<file path="src/core/tsm_pkg.sv">
// tsm_pkg: shared constants for the timer slave-mode controller and its driver
// assumes: both ends and the bench import this package
`default_nettype none
package tsm_pkg;
    // register offsets and reset values
    localparam logic [7:0]  TSM_OFS_SLAVE   = 8'h08;
    localparam logic [7:0]  TSM_OFS_REQEN   = 8'h0c;
    localparam logic [15:0] TSM_RST_SLAVE   = 16'h0000;
    localparam logic [15:0] TSM_RST_REQEN   = 16'h0000;
    // slave_trigger_control fields
    localparam int TSM_POL_BIT  = 15;
    localparam int TSM_EC2_BIT  = 14;
    localparam int TSM_PSC_LSB  = 12;
    localparam int TSM_FLT_LSB  = 8;
    localparam int TSM_MSS_BIT  = 7;
    localparam int TSM_TSS_LSB  = 4;
    localparam int TSM_SMC_LSB  = 0;
    localparam logic [15:0] TSM_SLAVE_MASK = 16'hfff7; // bit 3 reserved
    localparam logic [15:0] TSM_REQEN_MASK = 16'h7fff; // bit 15 reserved
    localparam int TSM_DMA_LSB  = 8;
    localparam int TSM_NEVT     = 8;  // event flags: 7 break .. 0 update
    // trigger sources
    localparam logic [2:0] TSM_TS_EDGE1 = 3'h4;
    localparam logic [2:0] TSM_TS_IN1   = 3'h5;
    localparam logic [2:0] TSM_TS_IN2   = 3'h6;
    localparam logic [2:0] TSM_TS_FILTERED_EXTERNAL_TRIGGER  = 3'h7;
    // slave modes
    localparam logic [2:0] TSM_SM_OFF   = 3'h0;
    localparam logic [2:0] TSM_SM_ENC1  = 3'h1;
    localparam logic [2:0] TSM_SM_ENC2  = 3'h2;
    localparam logic [2:0] TSM_SM_ENC3  = 3'h3;
    localparam logic [2:0] TSM_SM_RESET = 3'h4;
    localparam logic [2:0] TSM_SM_GATED = 3'h5;
    localparam logic [2:0] TSM_SM_TRIG  = 3'h6;
    localparam logic [2:0] TSM_SM_EXT1  = 3'h7;
    localparam logic [1:0] TSM_CKD_DIV1 = 2'h0;
    localparam logic [1:0] TSM_CKD_DIV2 = 2'h1;
    // filter code table entries: sampling log2 divider and count N
    localparam logic [3:0] TSM_FLT_NONE = 4'h0;
    localparam int TSM_MSM_DELAY = 1;
    typedef enum logic [1:0] {TSM_BUS_IDLE, TSM_BUS_WRITE, TSM_BUS_READ} tsm_bus_e;
endpackage
`default_nettype wire

</file>
<file path="src/core/tsm_if.sv">
// tsm_if: register port and trigger links between the driver and the controller
// assumes: one clock; the bench connects both modports
`default_nettype none
interface tsm_if;
    logic        wrEn;
    logic        rdEn;
    logic [7:0]  addr;
    logic [15:0] wrData;
    logic [15:0] rdData;
    logic        rdValid;
    logic [3:0]  internalLink;
    logic        extTrigPin;
    logic        filteredInput1;
    logic        filteredInput2;
    logic        ch1EdgeDetector;
    logic [7:0]  eventFlags;
    modport device (input wrEn, rdEn, addr, wrData, internalLink, extTrigPin,
                    filteredInput1, filteredInput2, ch1EdgeDetector, eventFlags,
                    output rdData, rdValid);
    modport host (output wrEn, rdEn, addr, wrData, internalLink, extTrigPin,
                  filteredInput1, filteredInput2, ch1EdgeDetector, eventFlags,
                  input rdData, rdValid);
endinterface
`default_nettype wire

</file>
<file path="src/core/tsm_etr_filter.sv">
// tsm_etr_filter: polarity, prescaler and digital filter for the external trigger
// assumes: pin already synchronised; dtsEn pulses at the dead-time clock rate
`default_nettype none
module tsm_etr_filter
    import tsm_pkg::*;
(
    input  wire logic       clock,
    input  wire logic       reset_n,
    input  wire logic       pinLevel,
    input  wire logic       polarity,
    input  wire logic [1:0] prescale,
    input  wire logic [3:0] filterCode,
    input  wire logic       dtsEn,
    output logic            filtered
);
    logic       polLevel;
    logic       polPrev_r;
    logic [2:0] pscCnt_r;
    logic       prescaled_r;
    logic [5:0] divCnt_r;
    logic [3:0] evtCnt_r;
    logic [2:0] divLog;
    logic [3:0] needN;
    logic       sampleEn;
    logic [2:0] pscMax;

    // invert when polarity set
    assign polLevel = pinLevel ^ polarity;

    // prescaler output rises once per 2^prescale active edges
    assign pscMax = 3'((4'h1 << prescale) - 4'h1);
    always_ff @(posedge clock or negedge reset_n)
    begin
        if (!reset_n)
        begin
            polPrev_r   <= 1'b0;
            pscCnt_r    <= 3'h0;
            prescaled_r <= 1'b0;
        end
        else
        begin
            polPrev_r <= polLevel;
            if (prescale == 2'h0)
            begin
                pscCnt_r    <= 3'h0; // a later prescale starts from a clean count
                prescaled_r <= polLevel;
            end
            else if (polLevel && !polPrev_r)
            begin
                if (pscCnt_r >= pscMax)
                begin
                    pscCnt_r    <= 3'h0;
                    prescaled_r <= 1'b1;
                end
                else
                begin
                    pscCnt_r <= pscCnt_r + 3'h1;
                    // four bits so the divide-by-eight half point does not wrap
                    if ({1'b0, pscCnt_r} == (({1'b0, pscMax} + 4'h1) >> 1) - 4'h1)
                        prescaled_r <= 1'b0;
                end
            end
        end
    end

    // filter code decode: sampling divider exponent and count
    always_comb
    begin
        divLog = 3'h0;
        needN  = 4'h1;
        case (filterCode)
            4'h0: begin divLog = 3'h0; needN = 4'h1; end
            4'h1: begin divLog = 3'h7; needN = 4'h2; end
            4'h2: begin divLog = 3'h7; needN = 4'h4; end
            4'h3: begin divLog = 3'h7; needN = 4'h8; end
            4'h4: begin divLog = 3'h1; needN = 4'h6; end
            4'h5: begin divLog = 3'h1; needN = 4'h8; end
            4'h6: begin divLog = 3'h2; needN = 4'h6; end
            4'h7: begin divLog = 3'h2; needN = 4'h8; end
            4'h8: begin divLog = 3'h3; needN = 4'h6; end
            4'h9: begin divLog = 3'h3; needN = 4'h8; end
            4'ha: begin divLog = 3'h4; needN = 4'h5; end
            4'hb: begin divLog = 3'h4; needN = 4'h6; end
            4'hc: begin divLog = 3'h4; needN = 4'h8; end
            4'hd: begin divLog = 3'h5; needN = 4'h5; end
            default: begin divLog = 3'h5; needN = 4'h6; end
        endcase
    end

    // sampling enable: kernel clock (divLog 7, filter codes 1 to 3) or dts divided by 2^divLog
    always_ff @(posedge clock or negedge reset_n)
    begin
        if (!reset_n)
            divCnt_r <= 6'h00;
        else if (dtsEn)
            divCnt_r <= divCnt_r + 6'h01;
    end
    assign sampleEn = (divLog == 3'h7) ? 1'b1 :
                      dtsEn && ((divCnt_r & 6'((7'h01 << divLog) - 7'h01)) == 6'h00);

    // event counter: N agreeing samples validate a transition
    always_ff @(posedge clock or negedge reset_n)
    begin
        if (!reset_n)
        begin
            evtCnt_r <= 4'h0;
            filtered <= 1'b0;
        end
        else if (sampleEn)
        begin
            if (prescaled_r == filtered)
                evtCnt_r <= 4'h0;
            else if (evtCnt_r + 4'h1 >= needN)
            begin
                filtered <= prescaled_r;
                evtCnt_r <= 4'h0;
            end
            else
                evtCnt_r <= evtCnt_r + 4'h1;
        end
    end
endmodule
`default_nettype wire

</file>
<file path="src/core/tsm_slave_ctrl.sv">
// tsm_slave_ctrl: slave-mode register, trigger selection, mode engine, request gates
// assumes: register port and internal links are same-clock logic; pin inputs are not
`default_nettype none
module tsm_slave_ctrl
    import tsm_pkg::*;
#(
    parameter int NLINK = 4
)
(
    input  wire logic       clock,
    input  wire logic       reset_n,
    tsm_if.device           bus,
    input  wire logic       counterRun,
    input  wire logic [1:0] clockDivision,
    output logic            countPulse,
    output logic            countUp,
    output logic            counterReinit,
    output logic            updateEvent,
    output logic            counterStart,
    output logic            triggerEvent,
    output logic [7:0]      irqReq,
    output logic [6:0]      dmaReq
);
    logic [15:0] slave_r, reqen_r;
    logic [2:0]  etrSync_r, in1Sync_r, in2Sync_r, edgSync_r;
    logic [NLINK-1:0]   lnkLevel;
    logic        etrLevel_r, in1_r, in2_r, edg_r;
    logic [1:0]  dtsCnt_r;
    logic        dtsEn, filtered_external_trigger, etrfPrev_r, trigger_input, trgiPrev_r;
    logic        trgRise, trgEvt, trgDly_r, trgEff;
    logic [2:0]  smc, tss;
    logic        ec2, in1Prev_r, in2Prev_r;

    assign smc = slave_r[TSM_SMC_LSB +: 3];
    assign tss = slave_r[TSM_TSS_LSB +: 3];
    assign ec2 = slave_r[TSM_EC2_BIT];

    // register writes; reserved bits never stored
    always_ff @(posedge clock or negedge reset_n)
    begin
        if (!reset_n)
        begin
            slave_r <= TSM_RST_SLAVE;
            reqen_r <= TSM_RST_REQEN;
        end
        else if (bus.wrEn)
        begin
            if (bus.addr == TSM_OFS_SLAVE)
                slave_r <= bus.wrData & TSM_SLAVE_MASK;
            if (bus.addr == TSM_OFS_REQEN)
                reqen_r <= bus.wrData & TSM_REQEN_MASK;
        end
    end

    // register reads, one cycle latency; unmapped read zero
    always_ff @(posedge clock or negedge reset_n)
    begin
        if (!reset_n)
        begin
            bus.rdData  <= 16'h0000;
            bus.rdValid <= 1'b0;
        end
        else
        begin
            bus.rdValid <= bus.rdEn;
            if (bus.rdEn)
                bus.rdData <= (bus.addr == TSM_OFS_SLAVE) ? slave_r :
                              (bus.addr == TSM_OFS_REQEN) ? reqen_r : 16'h0000;
        end
    end

    // internal links come from sibling timers on this clock, so no synchroniser
    assign lnkLevel = bus.internalLink[NLINK-1:0];
    // three-stage synchronisers; change counts when stages 2 and 3 agree
    always_ff @(posedge clock or negedge reset_n)
    begin
        if (!reset_n)
        begin
            etrSync_r  <= 3'h0;
            in1Sync_r  <= 3'h0;
            in2Sync_r  <= 3'h0;
            edgSync_r  <= 3'h0;
            etrLevel_r <= 1'b0;
            in1_r      <= 1'b0;
            in2_r      <= 1'b0;
            edg_r      <= 1'b0;
        end
        else
        begin
            etrSync_r <= {etrSync_r[1:0], bus.extTrigPin};
            in1Sync_r <= {in1Sync_r[1:0], bus.filteredInput1};
            in2Sync_r <= {in2Sync_r[1:0], bus.filteredInput2};
            edgSync_r <= {edgSync_r[1:0], bus.ch1EdgeDetector};
            if (etrSync_r[1] == etrSync_r[2])
                etrLevel_r <= etrSync_r[2];
            if (in1Sync_r[1] == in1Sync_r[2])
                in1_r <= in1Sync_r[2];
            if (in2Sync_r[1] == in2Sync_r[2])
                in2_r <= in2Sync_r[2];
            if (edgSync_r[1] == edgSync_r[2])
                edg_r <= edgSync_r[2];
        end
    end

    // dead-time sampling clock enable from clock division
    always_ff @(posedge clock or negedge reset_n)
    begin
        if (!reset_n)
            dtsCnt_r <= 2'h0;
        else
            dtsCnt_r <= dtsCnt_r + 2'h1;
    end
    assign dtsEn = (clockDivision == TSM_CKD_DIV1) ? 1'b1 :
                   (clockDivision == TSM_CKD_DIV2) ? dtsCnt_r[0] : (dtsCnt_r == 2'h3);

    // external trigger conditioning
    tsm_etr_filter uFilter (
        .clock      (clock),
        .reset_n    (reset_n),
        .pinLevel   (etrLevel_r),
        .polarity   (slave_r[TSM_POL_BIT]),
        .prescale   (slave_r[TSM_PSC_LSB +: 2]),
        .filterCode (slave_r[TSM_FLT_LSB +: 4]),
        .dtsEn      (dtsEn),
        .filtered   (filtered_external_trigger)
    );

    // trigger source multiplexer; polarity already applied upstream
    always_comb
    begin
        case (tss)
            TSM_TS_EDGE1: trigger_input = edg_r;
            TSM_TS_IN1:   trigger_input = in1_r;
            TSM_TS_IN2:   trigger_input = in2_r;
            TSM_TS_FILTERED_EXTERNAL_TRIGGER:  trigger_input = filtered_external_trigger;
            default:      trigger_input = lnkLevel[tss[1:0]];
        endcase
    end

    // edge detect and optional sync delay
    always_ff @(posedge clock or negedge reset_n)
    begin
        if (!reset_n)
        begin
            trgiPrev_r <= 1'b0;
            etrfPrev_r <= 1'b0;
            trgDly_r   <= 1'b0;
            in1Prev_r  <= 1'b0;
            in2Prev_r  <= 1'b0;
        end
        else
        begin
            trgiPrev_r <= trigger_input;
            etrfPrev_r <= filtered_external_trigger;
            trgDly_r   <= trgEvt;
            in1Prev_r  <= in1_r;
            in2Prev_r  <= in2_r;
        end
    end
    assign trgRise = trigger_input && !trgiPrev_r;
    assign trgEvt  = (smc == TSM_SM_GATED) ? (trigger_input != trgiPrev_r) : trgRise;
    assign trgEff  = slave_r[TSM_MSS_BIT] ? trgDly_r : trgEvt;

    // mode engine: counter strobes, all registered
    always_ff @(posedge clock or negedge reset_n)
    begin
        if (!reset_n)
        begin
            countPulse    <= 1'b0;
            countUp       <= 1'b1;
            counterReinit <= 1'b0;
            updateEvent   <= 1'b0;
            counterStart  <= 1'b0;
            triggerEvent  <= 1'b0;
        end
        else
        begin
            counterReinit <= 1'b0;
            updateEvent   <= 1'b0;
            counterStart  <= 1'b0;
            triggerEvent  <= (smc != TSM_SM_OFF) && trgEff;
            countPulse    <= 1'b0;
            case (smc)
                TSM_SM_OFF:
                    countPulse <= counterRun && !ec2;
                TSM_SM_ENC1:
                begin
                    countPulse <= counterRun && (in2_r != in2Prev_r);
                    countUp    <= in1_r ^ in2_r;
                end
                TSM_SM_ENC2:
                begin
                    countPulse <= counterRun && (in1_r != in1Prev_r);
                    countUp    <= in1_r ^ in2_r ^ 1'b1;
                end
                TSM_SM_ENC3:
                begin
                    countPulse <= counterRun && ((in1_r != in1Prev_r) || (in2_r != in2Prev_r));
                    countUp    <= (in1_r != in1Prev_r) ? !(in1_r ^ in2_r) : (in1_r ^ in2_r);
                end
                TSM_SM_RESET:
                begin
                    counterReinit <= trgEff && (trigger_input || trgDly_r);
                    updateEvent   <= trgEff && (trigger_input || trgDly_r);
                    countPulse    <= counterRun && !ec2;
                end
                TSM_SM_GATED:
                    countPulse <= counterRun && trigger_input && !ec2;
                TSM_SM_TRIG:
                begin
                    counterStart <= trgEff;
                    countPulse   <= counterRun && !ec2;
                end
                TSM_SM_EXT1:
                    countPulse <= counterRun && !ec2 && trgEff;
                default:
                    countPulse <= 1'b0;
            endcase
            // clock2: filtered trigger edges clock counter in any mode except the three encoder modes
            if (ec2 && !(smc == TSM_SM_ENC1 || smc == TSM_SM_ENC2 || smc == TSM_SM_ENC3))
            begin
                // combined with reset/gated/trigger; gating still applies
                countPulse <= counterRun && filtered_external_trigger && !etrfPrev_r
                              && ((smc != TSM_SM_GATED) || trigger_input);
            end
        end
    end

    // request gates: pending flag AND enable
    always_ff @(posedge clock or negedge reset_n)
    begin
        if (!reset_n)
        begin
            irqReq <= 8'h00;
            dmaReq <= 7'h00;
        end
        else
        begin
            irqReq <= bus.eventFlags & reqen_r[TSM_NEVT-1:0];
            dmaReq <= bus.eventFlags[6:0] & reqen_r[TSM_DMA_LSB +: 7];
        end
    end
endmodule
`default_nettype wire

</file>
<file path="src/flat_wrapper.sv">
// flat-port wrapper written by rule: the top's interface ports become plain ports
module tsm_slave_ctrl_flat import tsm_pkg::*;
#(
    parameter int NLINK = 4
)
  (clock, reset_n, counterRun, clockDivision, countPulse, countUp, counterReinit, updateEvent, counterStart, triggerEvent, irqReq, dmaReq, bus_wrEn, bus_rdEn, bus_addr, bus_wrData, bus_internalLink, bus_extTrigPin, bus_filteredInput1, bus_filteredInput2, bus_ch1EdgeDetector, bus_eventFlags, bus_rdData, bus_rdValid);
  tsm_if bus_i ();
  input  wire logic clock;
  input  wire logic reset_n;
  input  wire logic counterRun;
  input  wire logic [1:0] clockDivision;
  output logic countPulse;
  output logic countUp;
  output logic counterReinit;
  output logic updateEvent;
  output logic counterStart;
  output logic triggerEvent;
  output logic [7:0] irqReq;
  output logic [6:0] dmaReq;
  input wire logic [$bits(bus_i.wrEn)-1:0] bus_wrEn;
  input wire logic [$bits(bus_i.rdEn)-1:0] bus_rdEn;
  input wire logic [$bits(bus_i.addr)-1:0] bus_addr;
  input wire logic [$bits(bus_i.wrData)-1:0] bus_wrData;
  input wire logic [$bits(bus_i.internalLink)-1:0] bus_internalLink;
  input wire logic [$bits(bus_i.extTrigPin)-1:0] bus_extTrigPin;
  input wire logic [$bits(bus_i.filteredInput1)-1:0] bus_filteredInput1;
  input wire logic [$bits(bus_i.filteredInput2)-1:0] bus_filteredInput2;
  input wire logic [$bits(bus_i.ch1EdgeDetector)-1:0] bus_ch1EdgeDetector;
  input wire logic [$bits(bus_i.eventFlags)-1:0] bus_eventFlags;
  output wire logic [$bits(bus_i.rdData)-1:0] bus_rdData;
  output wire logic [$bits(bus_i.rdValid)-1:0] bus_rdValid;
  assign bus_i.wrEn = bus_wrEn;
  assign bus_i.rdEn = bus_rdEn;
  assign bus_i.addr = bus_addr;
  assign bus_i.wrData = bus_wrData;
  assign bus_i.internalLink = bus_internalLink;
  assign bus_i.extTrigPin = bus_extTrigPin;
  assign bus_i.filteredInput1 = bus_filteredInput1;
  assign bus_i.filteredInput2 = bus_filteredInput2;
  assign bus_i.ch1EdgeDetector = bus_ch1EdgeDetector;
  assign bus_i.eventFlags = bus_eventFlags;
  assign bus_rdData = bus_i.rdData;
  assign bus_rdValid = bus_i.rdValid;
  tsm_slave_ctrl #(.NLINK(NLINK)) u_core (.clock(clock), .reset_n(reset_n), .bus(bus_i), .counterRun(counterRun), .clockDivision(clockDivision), .countPulse(countPulse), .countUp(countUp), .counterReinit(counterReinit), .updateEvent(updateEvent), .counterStart(counterStart), .triggerEvent(triggerEvent), .irqReq(irqReq), .dmaReq(dmaReq));
endmodule
</file>
<file path="config.mk">
export PLATFORM = sky130hd
export DESIGN_NAME = tsm_slave_ctrl_flat
export DESIGN_NICKNAME = d
export VERILOG_FILES = /design/src/core/tsm_pkg.sv /design/src/core/tsm_if.sv /design/src/core/tsm_etr_filter.sv /design/src/core/tsm_slave_ctrl.sv /design/src/flat_wrapper.sv
export SDC_FILE = /design/constraint.sdc
export NUM_CORES = 1
export LEC_CHECK = 0
export BUFFER_PORTS_ARGS = -buffer_cell sky130_fd_sc_hd__buf_4
export CAP_MARGIN = 20
export CORE_AREA = 2 2 78 136
export DETAILED_ROUTE_END_ITERATION = 16
export DIE_AREA = 0 0 80 138
export PLACE_DENSITY = 0.79
export SLEW_MARGIN = 20
export SYNTH_ARGS = -nofsm -noshare
export SYNTH_HDL_FRONTEND = slang
export SYNTH_SLANG_ARGS = --single-unit
</file>
<file path="constraint.sdc">
create_clock -name clock -period 5.4 [get_ports clock]
set_clock_uncertainty 0.15 [all_clocks]
set_input_delay 0.54 -clock clock [delete_from_list [all_inputs] [get_ports clock]]
set_output_delay 0.54 -clock clock [all_outputs]
set_load 0.01 [all_outputs]
</file>
Word level (Yosys, flattened, before mapping)
Memory sizes are Yosys's and may differ from the RTL's.
Cells that the tools add are included.
Word-level totals
  memory bits (read-only): 112
  latch bits: 0
  output and inout port bits: 38
  bits in writable memories: 0
  flip-flop bits (word level): 106
  input bits: 47
  memories: 1
Memories
  (name not given): words 16, width 7, read ports 1, clocked after memory_dff 0, write ports 0, RTL line tsm_etr_filter.sv:71  | case (filterCode)
Operators by class
  shift operators: 2
  $add $sub $neg: 8
  divide/modulo/power cells: 0
  magnitude comparators: 3
  multipliers: 0
  equal/unequal tests: 26
  reductions and logical operators: 40
  bitwise operators: 7
  mux-type cells: 25
Operators by type and width (count)
  3-bit equality test, second input constant: 9
  8-bit by 4-bit equality test with 1-bit output, second input constant: 2
  1-bit logical AND: 16
  16-bit two-way mux: 1
  15-bit two-way mux: 1
  1-bit two-way mux: 14
  3-bit two-way mux: 3
  3-bit nonzero test: 3
  8-bit bitwise AND: 1
  4-bit two-way mux: 2
  7-bit bitwise AND: 1
  6-bit by 1-bit adder with 6-bit output, second input constant: 1
  6-bit bitwise AND: 1
  3-bit by 2-bit equality test with 1-bit output, second input constant: 2
  1-bit zero test: 6
  6-bit zero test: 1
  1-bit one-hot mux with 6 select lines: 1
  2-bit AND reduction: 3
  1-bit by 3-bit left shift with 6-bit output, first input constant: 1
  6-bit by 1-bit subtractor with 6-bit output, second input constant: 1
  1-bit equality test: 5
  1-bit logical OR: 5
  3-bit by 1-bit adder with 4-bit output, second input constant: 1
  4-bit by 1-bit adder with 4-bit output, second input constant: 1
  24 further kinds: 29

Logic depth before layout (Yosys ltp)
  depth in word-level cells: 9
  gate-level depth with buffers: 12
  mapped depth without buffers: 11

By module
From an unflattened synthesis, not the netlist that was laid out.
Unflattened totals
  cell total of the unflattened synthesis: 406
  area total of the unflattened synthesis: 5054.8 sq um
Modules (own cells, without submodules)
  tsm_slave_ctrl: area each 3701.0 sq um, cells an instance 263, sequential area each 2253.4 sq um, instances 1
  tsm_etr_filter: area each 1353.8 sq um, cells an instance 143, sequential area each 400.4 sq um, instances 1

Least setup slack after synthesis
Ideal clock, no wire load.
  path kind: register to register
  start: reg u_core.slave_r[10]
  end: reg u_core.uFilter.evtCnt_r[2]
  required time: 5.172 ns
  setup slack: 2.407 ns
  buffers on the path: 2
  stages on the path, launching flop included: 12
  data arrival time: 2.765 ns
  cell sequence: dfrtp_1 > buf_2 > buf_1 > mux2_2 > a22o_1 > ha_1 > nand2b_1 > a21o_1 > a21oi_1 > o21ai_0 > or3b_2 > o2bb2ai_1
On the way
  cells in the longest elaborated chain, start to end: 7
  elaborated cells on any way between the ends: 11
  classes of those cells: 1 x add/sub; 1 x order compare; 1 x eq/ne; 1 x shift; 3 x mux; 1 x bitwise; 2 x reduce/logical; 1 x memory
RTL lines
  from (decl): RTL line tsm_slave_ctrl.sv:24  | logic [15:0] slave_r, reqen_r;
  from (signal assigned): RTL line tsm_slave_ctrl.sv:49  | slave_r <= bus.wrData & TSM_SLAVE_MASK;
  memory 16 x 7 bit *
  1-bit by 3-bit left shift with 6-bit output: RTL line tsm_etr_filter.sv:99  | dtsEn && ((divCnt_r & 6'((7'h01 << divLog) - 7'h01)) == 6'h00);
  6-bit by 1-bit subtractor with 6-bit output: RTL line tsm_etr_filter.sv:99
  6-bit bitwise AND: RTL line tsm_etr_filter.sv:99
  6-bit zero test: RTL line tsm_etr_filter.sv:99
  1-bit logical AND: RTL line tsm_etr_filter.sv:99
  1-bit two-way mux: RTL line tsm_etr_filter.sv:98  | assign sampleEn = (divLog == 3'h7) ? 1'b1 :
  to (signal assigned): RTL line tsm_etr_filter.sv:119  | evtCnt_r <= evtCnt_r + 4'h1;
  to (decl): RTL line tsm_etr_filter.sv:21  | logic [3:0] evtCnt_r;
Mark *: on every way between the ends. The rest lies on a longest branch, timed or not.
A chain may end at the register's enable or synchronous reset.

Worst setup path after layout
  start: reg u_core.slave_r[9]
  end: reg u_core.uFilter.evtCnt_r[2]
The elaborated chain is that of the path after synthesis.

==> impl_metrics.py <==
metrics = {
    "outcome": {
        "status": "finished, final reports clean",
    },
    "sta": {
        "hold_violations": 0,
        "period_share_pct": 59.5,
        "whs_ps": 46.3,
        "fin_crit_ps": 3210,
        "rsz0062_at_grt": "false",
        "maxSlewViolCount": 0,
        "setup_violations": 0,
        "setup_tns_ps": 0,
        "worst_pin_slew_ps": 827,
        "setup_ws_ps": 2190,
        "relSlewSlack_pct": 44.9,
        "max_freq_ghz": 0.311,
    },
    "critical_path": {
        "slowest_delay_ps": 480,
        "startpoint_type": "flip-flop",
        "path_max_fanout": 8,
        "path_cells": "inv_1, ha_1, mux2_2, a22o_1, ha_1, nand2b_1, a21o_1, a21oi_1, o21ai_0, or3b_2, o2bb2ai_1",
        "cp_common_cell": "ha_1",
        "worstSetupPathType": "reg2reg",
        "cp-end-kind": "flip-flop",
        "critPathArrivalTime_ps": 3330,
        "cp.required_ps": 5520,
        "cp_slowest_cell": "or3b_2",
    },
    "placement": {
        "dp_cells": 600,
        "gp_congestion": 0.826,
        "io_buffers": 84,
        "placed_area_sq_mm": 0.00554,
        "post-place-ws_ps": 2230,
        "hpwl_microns": 7320,
    },
    "drt": {
        "num_vias": 3396,
        "drtAntennaViolNets": 0,
        "wl_microns": 10300,
        "drt_iter0_drc": 264,
        "via_per_inst": 5.51,
        "dr.pass1.iters": 4,
        "drcViolationCount": 0,
        "wl_per_cell_microns": 16.8,
    },
    "global_routing": {
        "grt_pass1_vias": 3545,
        "grt.total_usage_pct": 19.4,
        "grt_pass1_wl_microns": 16600,
        "antenna_found_initial": 0,
        "grt_overflow_total": 0,
        "grt_max_degree": 61,
    },
    "power": {
        "ir_drop_uv": 232,
        "switchingPower_uw": 502,
        "p_int_mw": 1.42,
        "p_clk_share_pct": 35.1,
        "p_seq_share_pct": 49.1,
        "switching_share_pct": 26.2,
        "comb_power_share_pct": 15.8,
        "p_leak_nw": 2.82,
        "powerDensity_mw_per_mm2": 328,
    },
    "synth": {
        "synth-edff-count": 0,
        "netlist-cell-type-count": 51,
        "postSynthCellCount": 406,
        "synth.top_cell.area_share_pct": 54.3,
        "synth_flop_cell": "dfrtp_1",
        "ys_top_cells_by_area": "dfrtp_1 (54%), mux2_2 (8.1%), ha_1 (6.2%)",
        "netlist_area_sq_mm": 0.00484,
        "synth-seq-cells": 106,
        "synth-seq-area-share_pct": 54.8,
        "yosysWarnings": 0,
        "synth_area_per_cell_sq_um": 11.9,
        "synthesis.nets": 477,
        "synth_top_area_cell": "dfrtp_1",
        "synthArstFlopShare_pct": 100,
    },
    "cts": {
        "cts_tree": "built",
        "worstSkewPairLatency_ps": 350,
        "cts_sinks": 106,
        "cts_buffer_depth": 2,
        "cts_made_buffers": 9,
        "cts_resized": 0,
        "postCtsHoldBufs": 0,
        "root_buffer": "clkbuf_16",
        "cts_setup_buffers": 0,
        "clkTransAtPathRegs_ps": 70,
        "htree_levels": 3,
    },
    "die": {
        "die_w_microns": 80,
        "row_count": 49,
        "core_area_sq_mm": 0.0101,
        "die_h_microns": 138,
        "start_util_pct": 48.1,
        "ios": 85,
        "die_area_sq_mm": 0.0110,
    },
    "cells_and_area": {
        "postLayoutCellArea_sq_mm": 0.00585,
        "layout_commonest_cell": "dfrtp_1",
        "final_cells": 616,
        "final_cell_mix": "dfrtp_1 (105), buf_4 (85), mux2_2 (35), nor2_1 (30)",
        "nNetsFinal": 555,
        "area_delta_synth_final_pct": 20.8,
        "diodes": 0,
        "drive_above_1_share_pct": 30.1,
        "fill_cells": 816,
    },
    "min_path": {
        "worstHoldPathType": "in2async",
    },
    "run": {
        "cap_viol_max_count": 0,
    },
}
cell usage after synthesis (all sizes together), types with 3 or more instances:
master	instances
nand3	8
nand3b	3
a21oi	24
clkbuf	7
and2	16
dfrtp	105
mux2i	5
nand2	20
nor2	30
mux2	35
nand2b	3
ha	24
a21o	3
a22oi	14
inv	20
buf	11
xor2	6
o21ai	13
xnor2	12
nor2b	6
mux4	3
maj3	4
worst max-delay path: cells and delay by family (launching register included):
family | cells | cell delay [ps]
compound gates | 5 | 920
fa+ha+maj | 2 | 510
buf+inv | 1 | 190
flops | 1 | 470
mux | 1 | 280
simple gates | 2 | 620
registers in the layout, summed over array words and instances (netlist names), 2 cells and up:
signal and cells:
u_core.bus.rdData 16, u_core.dmaReq 7, u_core.dtsCnt_r 2, u_core.edgSync_r 3, u_core.etrSync_r 3, u_core.in1Sync_r 3, u_core.in2Sync_r 3, u_core.irqReq 8
u_core.reqen_r 15, u_core.slave_r 15, u_core.uFilter.divCnt_r 6, u_core.uFilter.evtCnt_r 4, u_core.uFilter.pscCnt_r 3
power by group through the flow:
stage | Combinational (mW) | Sequential, mW | Clock, mW
global placement | 0.290 | 0.951 | 0
global route | 0.340 | 0.952 | 0.722
finish | 0.303 | 0.941 | 0.673
floorplan | 0.196 | 0.937 | 0
detailed placement | 0.303 | 0.955 | 0
CTS | 0.306 | 0.940 | 0.688
final timing paths:
kind                                                     from  cells past startpoint  slack, ps                                      to
worst max-delay path            u_core.slave_r[9]$_DFFE_PN0P_                     11       2190  u_core.uFilter.evtCnt_r[2]$_DFFE_PN0P_
worst min-delay path                                  reset_n                      1         50            u_core.dtsCnt_r[0]$_DFF_PN0_
worst max register to register  u_core.slave_r[9]$_DFFE_PN0P_                     11       2190  u_core.uFilter.evtCnt_r[2]$_DFFE_PN0P_
worst min register to register  u_core.edgSync_r[0]$_DFF_PN0_                      0        200           u_core.edgSync_r[1]$_DFF_PN0_
max in group asynchronous                             reset_n                      2       3900           u_core.slave_r[6]$_DFFE_PN0P_
min in group clock                         bus_filteredInput2                      1        150           u_core.in2Sync_r[0]$_DFF_PN0_
kinds of logic (layout without fill, tap and decap cells):
group                    Yosys count  in the layout  synth area share, %
AO/OA/AOI/OAI                     72             72                 9.41
multiplexers                      43             43                 10.6
XOR/XNOR                          18             18                 3.26
buffers and inverters             38            121                 3.67
AND/OR/NAND/NOR                  101            101                 11.2
flip-flops                       106            106                 54.8
adder cells (fa/ha/maj)           28             28                 7.03
per-layer routing:
| layer | up-vias | share of wire, % | routed length [microns] | track usage [%] |
|---|---|---|---|---|
| met2 | 111 | 54 | 5540 | 33.3 |
| li1 | 1566 | - | - | - |
| met3 | 23 | 5.0 | 521 | 3.52 |
| met4 | 0 | 3.1 | 320 | 10.1 |
| met1 | 1696 | 38 | 3960 | 22.7 |
| met5 | - | 0 | 0 | 0 |
per-stage QoR:
stage               utilization, %  total power [mW]
floorplan                        -              1.13
finish                        58.2              1.92
global route                  58.2              2.01
detailed placement            55.1              1.26
global placement              55.1              1.24
CTS                           58.2              1.93
layout make-up:
type                    count  area [sq um]  share of cell area, %
flip-flops and latches    106          2650                   45.4
multi-input cells         262          2010                   34.4
repair buffers             85           638                   10.9
clock buffers              12           256                   4.39
well taps                 127           159                   2.72
inverters                  20          75.1                   1.28
clock inverters             4          55.1                  0.942
Power figures use the tool's default switching activity.
